===== config.mk =====
export PLATFORM = sky130hd
export DESIGN_NAME = sccs_top
export DESIGN_NICKNAME = d
export VERILOG_FILES = /design/src/core/sccs_pkg.sv /design/src/core/sccs_clkdiv.sv /design/src/core/sccs_top.sv
export SDC_FILE = /design/constraint.sdc
export NUM_CORES = 1
export LEC_CHECK = 0
export BUFFER_PORTS_ARGS = -buffer_cell sky130_fd_sc_hd__buf_4
export CAP_MARGIN = 15
export CORE_ASPECT_RATIO = 1.75
export CORE_MARGIN = 5
export CORE_UTILIZATION = 53
export CTS_CLUSTER_SIZE = 28
export DETAILED_ROUTE_END_ITERATION = 16
export GPL_ROUTABILITY_DRIVEN = 0
export PLACE_DENSITY = 0.95
export SETUP_SLACK_MARGIN = 0.3
export SLEW_MARGIN = 30
export SYNTH_ARGS = -nofsm -noshare
export SYNTH_HDL_FRONTEND = slang
export SYNTH_SLANG_ARGS = --single-unit

===== constraint.sdc =====
create_clock -name clk -period 2.85 [get_ports clk]
set_input_delay 0.57 -clock clk [delete_from_list [all_inputs] [get_ports clk]]
set_output_delay 0.57 -clock clk [all_outputs]
set_load 0.01 [all_outputs]

===== src/core/sccs_pkg.sv =====
// Package: register map, field layout and bus carrier types for the serial clock and select block
//
// Overview of operation
// - Serial clock is pclk over twice (divisor plus one)
// - Manual mode: selects follow select_lines writes only
// - Auto mode: select asserts on start, drops at end
// - Polarity bit zero means low active, one high
// - Manual: select_lines bit one drives output active
// - Auto: marked outputs active only during transfers
// - Start bit begins transfer, reads busy, self-clears
// - Register writes ignored while transfer in progress
package sccs_pkg;

    ////////////////////////////////////////////////////////////////////////////
    // Register byte addresses
    localparam logic [31:0] CTRL_ADDR = 32'hfff86200;
    localparam logic [31:0] DIV_ADDR = 32'hfff86204;
    localparam logic [31:0] SSEL_ADDR = 32'hfff86208;

    ////////////////////////////////////////////////////////////////////////////
    // Field positions and widths
    localparam int DIV_W = 16;
    localparam int SEL_W = 2;
    localparam int CTRL_START_BIT = 0;
    localparam int SSEL_LINES_LSB = 0;
    localparam int SSEL_POL_BIT = 2;
    localparam int SSEL_AUTO_BIT = 3;

    ////////////////////////////////////////////////////////////////////////////
    // Reset values
    localparam logic [DIV_W-1:0] DIV_RESET = 16'h0000;
    localparam logic [SEL_W-1:0] LINES_RESET = 2'h0;
    localparam logic POL_RESET = 1'b0;
    localparam logic AUTO_RESET = 1'b0;
    localparam logic [31:0] RDATA_RESET = 32'h00000000;

    ////////////////////////////////////////////////////////////////////////////
    // Bus carrier types
    typedef struct packed {
        logic psel;
        logic penable;
        logic pwrite;
        logic [31:0] paddr;
        logic [31:0] pwdata;
    } sccs_apb_req_t;

    typedef struct packed {
        logic [SEL_W-1:0] lines;
        logic polarity;
        logic auto_sel;
    } sccs_select_cfg_t;

endpackage


===== src/core/sccs_clkdiv.sv =====
// Serial clock divider: toggles the serial clock every divisor-plus-one pclk cycles while running
module sccs_clkdiv (
    input wire logic clk, // peripheral clock
    input wire logic rst, // asynchronous reset, active high
    input wire logic run, // transfer in progress
    input wire logic [sccs_pkg::DIV_W-1:0] divisor, // programmed divisor
    output logic sclk, // serial clock, idles low
    output logic sclk_rise, // one-cycle pulse with each rising sclk edge
    output logic sclk_fall // one-cycle pulse with each falling sclk edge
);

    logic [sccs_pkg::DIV_W-1:0] cnt_ff;
    logic [sccs_pkg::DIV_W-1:0] nxt_cnt;
    logic sclk_ff;
    logic nxt_sclk;
    logic rise_ff;
    logic fall_ff;
    wire logic terminal;

    ////////////////////////////////////////////////////////////////////////////
    // terminal count toggle
    assign terminal = (cnt_ff == divisor);
    // half period of divisor plus one
    assign nxt_cnt = (!run || terminal) ? sccs_pkg::DIV_RESET : cnt_ff + 16'h0001;
    // Clock parks low between transfers so each frame starts from a known level
    assign nxt_sclk = run ? (sclk_ff ^ terminal) : 1'b0;

    always_ff @(posedge clk or posedge rst) begin
        if (rst) begin
            cnt_ff <= sccs_pkg::DIV_RESET;
            sclk_ff <= 1'b0;
            rise_ff <= 1'b0;
            fall_ff <= 1'b0;
        end else begin
            cnt_ff <= nxt_cnt;
            sclk_ff <= nxt_sclk;
            rise_ff <= nxt_sclk & ~sclk_ff;
            fall_ff <= ~nxt_sclk & sclk_ff;
        end
    end

    assign sclk = sclk_ff;
    assign sclk_rise = rise_ff;
    assign sclk_fall = fall_ff;

endmodule


===== src/core/sccs_top.sv =====
// Serial master clock divider and slave-select generator with APB register access
module sccs_top (
    input wire logic clk, // peripheral clock, 40 MHz
    input wire logic rst, // asynchronous reset, active high
    input wire sccs_pkg::sccs_apb_req_t apb_req, // APB request from the master
    output logic [31:0] prdata, // APB read data
    output logic pready, // APB ready
    output logic pslverr, // APB error on unmapped address
    input wire logic xfer_done, // one-cycle pulse from the shift datapath: transfer finished
    output logic busy, // transfer in progress
    output logic serial_clock_out, // serial clock to the slaves
    output logic sclk_rise, // pulse at each rising serial clock edge
    output logic sclk_fall, // pulse at each falling serial clock edge
    output logic [sccs_pkg::SEL_W-1:0] slave_select_out // slave select lines
);

    ////////////////////////////////////////////////////////////////////////////
    // Registers

    logic [sccs_pkg::DIV_W-1:0] divisor_ff;
    logic [sccs_pkg::DIV_W-1:0] nxt_divisor;
    sccs_pkg::sccs_select_cfg_t sel_cfg_ff;
    sccs_pkg::sccs_select_cfg_t nxt_sel_cfg;
    logic busy_ff;
    logic nxt_busy;
    logic [31:0] prdata_ff;
    logic [31:0] nxt_prdata;
    logic [sccs_pkg::SEL_W-1:0] ss_ff;
    logic [sccs_pkg::SEL_W-1:0] nxt_ss;

    ////////////////////////////////////////////////////////////////////////////
    // APB decode

    wire logic setup_phase;
    wire logic access_phase;
    wire logic hit_ctrl;
    wire logic hit_div;
    wire logic hit_ssel;
    wire logic hit_any;
    wire logic wr_ok;
    wire logic wr_ctrl;
    wire logic wr_div;
    wire logic wr_ssel;
    wire logic rd_any;
    wire logic start_req;

    assign setup_phase = apb_req.psel & ~apb_req.penable;
    assign access_phase = apb_req.psel & apb_req.penable;
    assign hit_ctrl = (apb_req.paddr == sccs_pkg::CTRL_ADDR);
    assign hit_div = (apb_req.paddr == sccs_pkg::DIV_ADDR);
    assign hit_ssel = (apb_req.paddr == sccs_pkg::SSEL_ADDR);
    assign hit_any = hit_ctrl | hit_div | hit_ssel;

    assign wr_ok = access_phase & apb_req.pwrite & hit_any & ~busy_ff;
    assign wr_ctrl = wr_ok & hit_ctrl;
    assign wr_div = wr_ok & hit_div;
    assign wr_ssel = wr_ok & hit_ssel;

    // Read data is captured in setup so it is already in a flop during access
    assign rd_any = setup_phase & ~apb_req.pwrite;

    // Zero wait states: every access completes in its first access cycle
    assign pready = 1'b1;
    assign pslverr = access_phase & ~hit_any;

    ////////////////////////////////////////////////////////////////////////////
    // Transfer control

    assign start_req = wr_ctrl & apb_req.pwdata[sccs_pkg::CTRL_START_BIT];

    // busy clears when the datapath reports the end
    assign nxt_busy = start_req ? 1'b1 : (xfer_done ? 1'b0 : busy_ff);

    ////////////////////////////////////////////////////////////////////////////
    // Configuration updates

    assign nxt_divisor = wr_div ? apb_req.pwdata[sccs_pkg::DIV_W-1:0] : divisor_ff;

    always_comb begin
        nxt_sel_cfg = sel_cfg_ff;
        if (wr_ssel) begin
            nxt_sel_cfg.lines = apb_req.pwdata[sccs_pkg::SSEL_LINES_LSB +: sccs_pkg::SEL_W];
            nxt_sel_cfg.polarity = apb_req.pwdata[sccs_pkg::SSEL_POL_BIT];
            nxt_sel_cfg.auto_sel = apb_req.pwdata[sccs_pkg::SSEL_AUTO_BIT];
        end
    end

    ////////////////////////////////////////////////////////////////////////////
    // Read mux

    wire logic [31:0] rd_ctrl_word;
    wire logic [31:0] rd_div_word;
    wire logic [31:0] rd_ssel_word;
    wire logic [31:0] rd_word;

    // start bit reads back as busy
    assign rd_ctrl_word = {31'h00000000, busy_ff};
    assign rd_div_word = {16'h0000, divisor_ff};
    assign rd_ssel_word = {28'h0000000, sel_cfg_ff.auto_sel, sel_cfg_ff.polarity, sel_cfg_ff.lines};
    assign rd_word = hit_ctrl ? rd_ctrl_word :
                     hit_div ? rd_div_word :
                     hit_ssel ? rd_ssel_word : sccs_pkg::RDATA_RESET;
    assign nxt_prdata = rd_any ? rd_word : prdata_ff;

    ////////////////////////////////////////////////////////////////////////////
    // Slave select generation

    wire logic [sccs_pkg::SEL_W-1:0] sel_active;
    wire logic [sccs_pkg::SEL_W-1:0] sel_manual;
    wire logic [sccs_pkg::SEL_W-1:0] sel_auto;

    // a one drives the line active
    assign sel_manual = sel_cfg_ff.lines;

    // asserted with the start, released at the end
    // marked lines active only while busy
    assign sel_auto = sel_cfg_ff.lines & {sccs_pkg::SEL_W{nxt_busy}};

    assign sel_active = sel_cfg_ff.auto_sel ? sel_auto : sel_manual;

    assign nxt_ss = sel_cfg_ff.polarity ? sel_active : ~sel_active;

    // one slave at a time is left to software: several set bits all assert
    // software must set the select before the start in manual mode

    ////////////////////////////////////////////////////////////////////////////
    // Flops

    always_ff @(posedge clk or posedge rst) begin
        if (rst) begin
            divisor_ff <= sccs_pkg::DIV_RESET;
            sel_cfg_ff <= '{lines: sccs_pkg::LINES_RESET, polarity: sccs_pkg::POL_RESET,
                            auto_sel: sccs_pkg::AUTO_RESET};
            busy_ff <= 1'b0;
            prdata_ff <= sccs_pkg::RDATA_RESET;
        end else begin
            divisor_ff <= nxt_divisor;
            sel_cfg_ff <= nxt_sel_cfg;
            busy_ff <= nxt_busy;
            prdata_ff <= nxt_prdata;
        end
    end

    // Reset leaves polarity low-active, so every line idles high
    always_ff @(posedge clk or posedge rst) begin
        if (rst) begin
            ss_ff <= {sccs_pkg::SEL_W{1'b1}};
        end else begin
            ss_ff <= nxt_ss;
        end
    end

    ////////////////////////////////////////////////////////////////////////////
    // Serial clock

    // divider runs only during a transfer
    // a zero divisor still works, giving pclk over two
    // Fed from the next busy value so the clock parks low at the very edge that ends the transfer
    sccs_clkdiv u_clkdiv (
        .clk(clk),
        .rst(rst),
        .run(nxt_busy),
        .divisor(divisor_ff),
        .sclk(serial_clock_out),
        .sclk_rise(sclk_rise),
        .sclk_fall(sclk_fall)
    );

    assign prdata = prdata_ff;
    assign busy = busy_ff;
    assign slave_select_out = ss_ff;

endmodule


Yosys cells after proc, flatten, opt, wreduce, memory -nomap -nowiden
Index checks and enable logic that the tools add are counted.
Cells by class
  add/subtract/negate cells: 1
  reduce and logical (&&, ||, !) cells: 2
  bitwise logic cells: 24
  equal/unequal tests: 4
  multiplexer cells: 9
Operators by type and width (count)
  32-bit == test (second input constant): 3
  16-bit two-way mux: 3
  16-bit by 1-bit adder with 16-bit output (second input constant): 1
  16-bit == test: 1
  1-bit AND: 13
  1-bit inverter: 6
  2-bit two-way mux: 2
  4-bit two-way mux: 1
  1-bit two-way mux: 3
  2-bit AND: 1
  2-bit inverter: 1
  1-bit OR: 2
  1-bit zero test: 1
  1-bit logical OR: 1
  1-bit bitwise XOR: 1
Storage, ports and cells
  bits of input ports: 70
  register bits: 74
  output and inout bits: 40

Logic depth before layout (Yosys ltp)
Gate-level depths: netlist of the first run.
  depth after elaboration: 12
  gate-level depth with buffers: 7

Hierarchy
From an unflattened synthesis of the first run, not the netlist that was laid out.
Second synthesis, totals
  cell total of the unflattened synthesis: 264
  area total of the unflattened synthesis: 2992.9 um^2
Modules (own cells, without submodules)
  sccs_top: seq. area each 978.4 um^2, cells an instance 158, instances 1, area an instance 1940.6 um^2
  sccs_clkdiv: seq. area each 475.5 um^2, cells an instance 106, instances 1, area an instance 1052.3 um^2

Worst setup path after synthesis of the first run
Ideal clock, no wire load.
  path kind: input -> register
  start: in apb_req[32] in the netlist's numbering
  end: reg divisor_ff[0] in the netlist's numbering
  path buffers: 2
  slack: 520 ps
  data arrival time: 2205 ps
  stages: 7
  required time: 2725 ps
  cells stage by stage: nand4b_1 -> or4_4 -> nor2_4 -> and4b_1 -> buf_6 -> buf_12 -> mux2_4
On the way
  word-level cells in the longest chain between the ends: 6
Ends and longest elaborated chain
  start: declaration: RTL line sccs_top.sv:5  | input wire sccs_pkg::sccs_apb_req_t apb_req,
  32-bit == test (on tied branches): RTL line sccs_top.sv:49, sccs_top.sv:50
  1-bit OR (2 in series): RTL line sccs_top.sv:52  | assign hit_any = hit_ctrl | hit_div | hit_ssel;
  1-bit AND (2 in series): RTL line sccs_top.sv:54  | assign wr_ok = access_phase & apb_req.pwrite & hit_any & ~busy_ff;
  1-bit AND *: RTL line sccs_top.sv:56  | assign wr_div = wr_ok & hit_div;
  end signal: assignment: RTL line sccs_top.sv:131  | divisor_ff <= sccs_pkg::DIV_RESET;
  end signal: assignment: RTL line sccs_top.sv:137  | divisor_ff <= nxt_divisor;
  end: declaration: RTL line sccs_top.sv:20  | logic [sccs_pkg::DIV_W-1:0] divisor_ff;
Every way passes the cells marked *; elsewhere a longest branch is shown, timed or not.
A chain may end at the register's enable or synchronous reset.

Worst setup path after layout of the first run
  start: in apb_req[32] in the netlist's numbering
  end: out pslverr
On the way
  word-level cells in the longest chain between the ends: 5
Ends and longest elaborated chain
  32-bit == test (on tied branches): RTL line sccs_top.sv:49, sccs_top.sv:50
  1-bit OR: RTL line sccs_top.sv:52
  1-bit OR *: RTL line sccs_top.sv:52
  1-bit inverter *: RTL line sccs_top.sv:64  | assign pslverr = access_phase & ~hit_any;
  1-bit AND *: RTL line sccs_top.sv:64
  end: declaration: RTL line sccs_top.sv:8  | output logic pslverr,
Marks and branches as above.

==> summary.md, run 1 <==
| Metric | Value |
|---|---|
| Run status | completed |
| Peak supply drop | 369 uV |
| CTS H-Tree Depth | 3 |
| Cell Area, Synth | 2860 um2 |
| Ratio of total power to cell area | 498 nW/um2 |
| Top-level port count | 110 |
| Vias per Instance | 5.63 |
| Total count of max-transition violations in the final report | 0 |
| Post-synth top area share | 49.1% |
| Post-layout worst setup margin | 456 ps |
| Die span in y | 107 um |
| Cell at the root of the clock tree | sky130_fd_sc_hd__clkbuf_8 |
| Type of the setup path with the least slack | input pin to output port |
| Flip-flop and latch count after synthesis | 58 |
| Clock tree from TritonCTS | yes |
| Count of input and output buffers | 76 |
| Fill cell total of the finished layout | 369 |
| Chip Width | 65.5 um |
| CTS Sinks | 58 |
| Worst min-delay path class | input pin to async pin |
| Number of maximum-capacitance constraint violations | 0 |
| Core outline area | 5260 um2 |
| Total die area | 7010 um2 |
| Largest net degree at the start of global routing | 31 |
| Worst Max-Slew Pin Slew | 657 ps |
| Crit path time final | 2390 ps |
| Number of enable-type register cells in the synthesized netlist | 0 |
| Share of flip-flops with an asynchronous set or reset | 100% |
| Crit path arrival time | 1820 ps |
| Most used DFF post-synth | sky130_fd_sc_hd__dfrtp_1 |
| Setup Buffers After CTS | 0 |
| Drt initial violations | 201 |
| Sum of overflow across all layers after global routing | 0 |
| Later-pin clock latency in the skew report | 340 ps |
| HPWL reported at the end of detailed placement | 5400 um |
| Layout cell share with drive strength beyond 1 | 37.4% |
| Detailed-route wire length per cell | 18.5 um |
| Max Clk Rate | 0.418 GHz |
| Clock input transition at the sequential cells of the worst setup and hold paths | 60 ps |
| Critical-path maximum fanout | 6 |
| Launching element type of the critical path | input pin |
| Ant diodes | 0 |
| Worst Hold Slack | 122 ps |
| Number of buffers inserted during clock tree synthesis | 9 |
| Sum of negative setup slack | 0 ps |
| Net count reported at finish | 395 |
| Post-synthesis instance total | 242 |
| Leading cell types by total area after synthesis | sky130_fd_sc_hd__dfrtp_1 49%, sky130_fd_sc_hd__xnor2_1 7.7%, sky130_fd_sc_hd__mux2_4 5.3% |
| Crit Reg-Reg Startpoint | u_clkdiv.cnt_ff[6]$_DFF_PP0_ |
| Starting density of the core | 54.3% |
| Average size of a mapped cell | 11.8 um2 |
| # hold bufs at CTS | 0 |
| First-pass GRT wire length | 11700 um |
| Final hold vios | 0 |
| Start point of the critical path | apb_req[32] |
| Area taken by multi-input logic gates | 1250 um2 |
| Distinct cells, synth | 40 |
| Rows | 35 |
| Category of the worst setup path capture point | output port |
| Number of buffers on the longest clock path | 2 |
| 1st-pass router iterations | 4 |
| Post-synthesis cell type with the largest combined area | sky130_fd_sc_hd__dfrtp_1 |
| Initial antenna violation count | 0 |
| Post-route clock period utilization | 84.0% |
| Register Area | 1450 um2 |
| Setup Skew | 7.36 ps |
| Seq/Total Area, Yosys | 50.9% |
| Global-route total usage across every layer | 22.0% |
| Via count | 2160 |
| Rel. slew slack | 55.8% |
| Worst Setup Slack post-DPL | 335 ps |
| Leakage power total | 1.76 nW |
| Required arrival time at the worst endpoint | 2280 ps |
| Post_cts resized | 0 |
| RSZ-0062 raised after global routing | false |
| Number of warnings issued by yosys | 0 |
| Vias in the first global route | 2346 |
| Remaining routing DRC violations | 0 |
| Number of setup violations in the final report | 0 |
| Area growth from synthesis to layout | 27.6% |
| Routed Antenna Nets | 0 |
| Routed Wire Length | 7100 um |
report_power, final:
group,switching (mW),internal [mW]
logic,0.0498,0.0534
registers,0.000000000802,0.823
clock network,0.325,0.562
cell families (layout without fill, tap and decap cells):
| kind of cell | count (synthesis) | in the layout | share of synthesized area [%] |
|---|---|---|---|
| xor gates and xnor gates | 32 | 32 | 9.82 |
| adders and majority gates | 1 | 1 | 0.438 |
| buffers and inverters | 29 | 101 | 7.10 |
| AOI/OAI and AO/OA | 22 | 22 | 6.18 |
| other | 2 | 17 | 0.263 |
| muxes | 21 | 21 | 9.55 |
| and+or+nand+nor | 77 | 77 | 15.7 |
| DFF | 58 | 58 | 50.9 |
Yosys cell counts (4+ instances only):
| master | count |
|---|---|
| sky130_fd_sc_hd__dfrtp_1 | 56 |
| sky130_fd_sc_hd__buf_4 | 18 |
| sky130_fd_sc_hd__xor2_1 | 7 |
| sky130_fd_sc_hd__inv_1 | 6 |
| sky130_fd_sc_hd__o21ai_0 | 4 |
| sky130_fd_sc_hd__mux2_4 | 10 |
| sky130_fd_sc_hd__and2_1 | 4 |
| sky130_fd_sc_hd__xnor2_1 | 25 |
| sky130_fd_sc_hd__mux2_2 | 10 |
| sky130_fd_sc_hd__nor2_1 | 21 |
| sky130_fd_sc_hd__nand3_1 | 10 |
| sky130_fd_sc_hd__nand2_1 | 8 |
| sky130_fd_sc_hd__a22o_1 | 12 |
| sky130_fd_sc_hd__nand4_1 | 7 |
stage by stage:
| step | cells | area [um2] | total power, mW | util [%] |
|---|---|---|---|---|
| 2_1_floorplan | 257 | 2910 | 0.888 | - |
| 3_3_place_gp | 368 | 3410 | 0.937 | 64.8 |
| 3_5_place_dp | 368 | 3410 | 0.940 | 64.8 |
| 4_1_cts | 384 | 3640 | 1.82 | 69.3 |
| 5_1_grt | 384 | 3640 | 1.88 | 69.3 |
| 6_report | 384 | 3640 | 1.81 | 69.3 |
state kept, by name, indices dropped and copies added (netlist names):
register / cells
divisor_ff: 16
u_clkdiv.sclk_fall: 1
u_clkdiv.sclk_rise: 1
sel_manual: 2
u_clkdiv.cnt_ff: 16
prdata: 16
u_clkdiv.sclk: 1
slave_select_out: 2
busy: 1
rd_ssel_word: 2
cell type report:
cell class,instances,area share (%)
clock inverters,4,1.99
multi-input cells,170,34.4
clock buffers,12,4.53
well taps,55,1.89
flip-flops and latches,58,39.9
inverters,6,0.618
repair buffers,79,16.6
placed cells by master, fill, tap and decap left out, drive strengths merged, types with 2 or more instances in the layout:
master	synthesis	final
buf	22	79
dfrtp	56	56
xnor2	25	25
nor2	22	22
mux2	20	20
conb	2	17
a22o	12	12
clkbuf	1	12
nand3	10	10
nand2	8	8
nand4	7	7
xor2	7	7
inv	6	6
o21ai	4	4
and2	4	4
and3	4	4
nand4b	3	3
nor4b	3	3
and4b	3	3
nor2b	3	3
a221o	3	3
nor4	3	3
nor3	2	2
a21oi	2	2
bufinv	0	2
dfstp	2	2
final timing paths:
path / end / slack, ps / cells past startpoint
max: pslverr / 460 / 6
min reg2reg: prdata[0]$_DFFE_PP0P_ / 470 / 2
min: prdata[1]$_DFFE_PP0P_ / 120 / 2
min in group clk: divisor_ff[10]$_DFFE_PP0P_ / 460 / 2
max in group asynchronous: divisor_ff[11]$_DFFE_PP0P_ / 2120 / 3
max reg2reg: u_clkdiv.cnt_ff[15]$_DFF_PP0_ / 750 / 5
critical path, cell delays in order:
cell and delay, ps:
sky130_fd_sc_hd__buf_4 110, sky130_fd_sc_hd__nand4b_1 160, sky130_fd_sc_hd__or4_4 590, sky130_fd_sc_hd__nor2_4 170, sky130_fd_sc_hd__a21oi_1 80, sky130_fd_sc_hd__buf_4 150
metal layers:
metal	share of wire [%]	up-vias	global-route usage (%)	wire (um)
met3	4.8	24	5.66	341
met5	0	-	0	0
met1	35	1077	23.6	2500
met4	3.9	0	11.9	280
met2	56	84	38.6	3980
li1	-	975	-	-
(Power assumes the default switching activity.)
==> run 2: changes to the inputs <==
--- a/config.mk
+++ b/config.mk
@@ -9,11 +9,11 @@
 export CAP_MARGIN = 15
 export CORE_ASPECT_RATIO = 1.75
 export CORE_MARGIN = 5
-export CORE_UTILIZATION = 53
+export CORE_UTILIZATION = 44
 export CTS_CLUSTER_SIZE = 28
 export DETAILED_ROUTE_END_ITERATION = 16
 export GPL_ROUTABILITY_DRIVEN = 0
-export PLACE_DENSITY = 0.95
+export PLACE_DENSITY = 0.85
 export SETUP_SLACK_MARGIN = 0.3
 export SLEW_MARGIN = 30
 export SYNTH_ARGS = -nofsm -noshare
==> constraint.sdc (replaced) <==
create_clock -name clk -period 2.2 [get_ports clk]
set_input_delay 0.44 -clock clk [delete_from_list [all_inputs] [get_ports clk]]
set_output_delay 0.44 -clock clk [all_outputs]
set_load 0.01 [all_outputs]
==> summary.md, run 2 (synthesized netlist as in run 1, its figures left out) <==
| Metric | Value |
|---|---|
| Run status | completed |
| Category of the worst setup path capture point | output port |
| Final design utilization | 60.5% |
| Sequential power share | 41.3% |
| Remaining routing DRC violations | 0 |
| # hold bufs at CTS | 0 |
| Net count reported at finish | 403 |
| Number of cells in the design after placement | 400 |
| Die span in y | 117 um |
| Worst flop-to-flop path endpoint | u_clkdiv.cnt_ff[15]$_DFF_PP0_ |
| Vias per Instance | 4.99 |
| Rows | 39 |
| Global-route total usage across every layer | 17.2% |
| Total count of max-transition violations in the final report | 0 |
| Depth of the worst register-to-register path | 7 |
| Max Clk Rate | 0.485 GHz |
| Core outline area | 6440 um2 |
| Count of non-filler cells in the finished layout | 419 |
| Routed Wire Length | 6790 um |
| Leakage power total | 1.86 nW |
| Starting density of the core | 44.3% |
| Layout cell share with drive strength beyond 1 | 41.8% |
| Launching element type of the critical path | input pin |
| Clock tree from TritonCTS | yes |
| Area growth from synthesis to layout | 36.5% |
| Later-pin clock latency in the skew report | 330 ps |
| Crit path time final | 2060 ps |
| Switching share of total power | 20.1% |
| First-pass GRT wire length | 10800 um |
| 1st-pass router iterations | 4 |
| Sum of overflow across all layers after global routing | 0 |
| CTS Sinks | 58 |
| Setup Skew | 8.15 ps |
| Final hold vios | 0 |
| Ratio of total power to cell area | 665 nW/um2 |
| HPWL reported at the end of detailed placement | 5170 um |
| Drt initial violations | 142 |
| Number of buffers inserted during clock tree synthesis | 9 |
| Largest net degree at the start of global routing | 50 |
| Vias in the first global route | 2235 |
| Clk pwr share | 53.5% |
| Crit path arrival time | 1620 ps |
| Initial antenna violation count | 0 |
| Type of the setup path with the least slack | input pin to output port |
| Commonest cells after routing, fill and taps aside | 80 x sky130_fd_sc_hd__buf_4, 56 x sky130_fd_sc_hd__dfrtp_1, 25 x sky130_fd_sc_hd__xnor2_1, 17 x sky130_fd_sc_hd__conb_1, 16 x sky130_fd_sc_hd__nor2_1 |
| CTS H-Tree Depth | 3 |
| Cell at the root of the clock tree | sky130_fd_sc_hd__clkbuf_16 |
| Count of input and output buffers | 76 |
| RSZ-0062 raised after global routing | true |
| Post-route clock period utilization | 93.7% |
| Crit Reg-Reg Startpoint | divisor_ff[10]$_DFFE_PP0P_ |
| Total die area | 8260 um2 |
| Post-route total power | 2.59 mW |
| Fill cell total of the finished layout | 520 |
| Net Sw Power | 0.520 mW |
| Setup slack on the worst flop-to-flop path | 440 ps |
| Clock input transition at the sequential cells of the worst setup and hold paths | 50 ps |
| Number of buffers on the longest clock path | 2 |
| Number of maximum-capacitance constraint violations | 0 |
| Detailed-route wire length per cell | 16.2 um |
| Most common cell after layout, fill and taps aside | sky130_fd_sc_hd__buf_4 |
| Peak supply drop | 590 uV |
| Chip Width | 70.9 um |
| Start point of the critical path | apb_req[32] |
| Worst min-delay path class | input pin to async pin |
| Number of setup violations in the final report | 0 |
| Ant diodes | 0 |
| Required arrival time at the worst endpoint | 1760 ps |
| Via count | 2090 |
| Critical-path maximum fanout | 2 |
| Worst Hold Slack | 39.7 ps |
| Top-level port count | 110 |
| Fraction of power consumed by combinational cells | 5.3% |
| Routed Antenna Nets | 0 |
| Internal power | 2.07 mW |
## run 2: changes by cell type in the layout (fill, tap and decap cells not counted), sizes merged
cell	delta
buf	+8
clkinv	+2
bufinv	-1
clkbuf	-1
## run 2: how the worst max path moves through the flow
stage	depth (start not counted)	end
floorplan	7	divisor_ff[0]$_DFFE_PP0P_
global placement	7	divisor_ff[7]$_DFFE_PP0P_
detailed placement	7	divisor_ff[7]$_DFFE_PP0P_
CTS	7	pslverr
global route	7	pslverr
finish	7	pslverr
## run 2: layout make-up
type,count,area (um2),area share [%]
inverter,6,22.5,0.578
sequential,58,1450,37.3
clock inverter,5,52.6,1.35
timing repair buffer,87,714,18.3
multi-input combinational,170,1300,33.3
tap,82,103,2.63
clock buffer,11,253,6.48
## run 2: through the flow
stage          TNS (ps)  instance area [um2]  worst slack [ps]
3_3_place_gp       -644                 3520             -61.8
3_5_place_dp      -1220                 3520              -109
2_1_floorplan         0                 2930              50.0
4_1_cts               0                 3850               117
6_report              0                 3900               138
5_1_grt               0                 3900               102
## run 2: power groups by stage
stage | Combinational (mW) | Clock, mW | Sequential, mW
global route | 0.151 | 1.46 | 1.07
CTS | 0.136 | 1.41 | 1.07
floorplan | 0.0637 | 0 | 1.09
detailed placement | 0.135 | 0 | 1.09
finish | 0.137 | 1.39 | 1.07
global placement | 0.132 | 0 | 1.09
## run 2: per-layer routing
layer | vias up | track usage, % | wire length, um
li1 | 999 | - | -
met5 | - | 0 | 0
met4 | 0 | 7.65 | 146
met1 | 1033 | 16.9 | 2280
met3 | 11 | 4.13 | 280
met2 | 47 | 33.4 | 4080
## run 2: repair_timing
action                                  4_1_cts  5_1_grt
buffers inserted                              2        1
gates resized for setup                       3       12
endpoints found under the setup margin       17       40
pin swaps                                     4        6
## run 2: critical path, stage by stage
cell,delay (ps)
sky130_fd_sc_hd__buf_6,90
sky130_fd_sc_hd__nand4b_1,160
sky130_fd_sc_hd__or4_4,550
sky130_fd_sc_hd__nor2_4,110
sky130_fd_sc_hd__buf_6,100
sky130_fd_sc_hd__a21oi_2,40
sky130_fd_sc_hd__buf_4,140
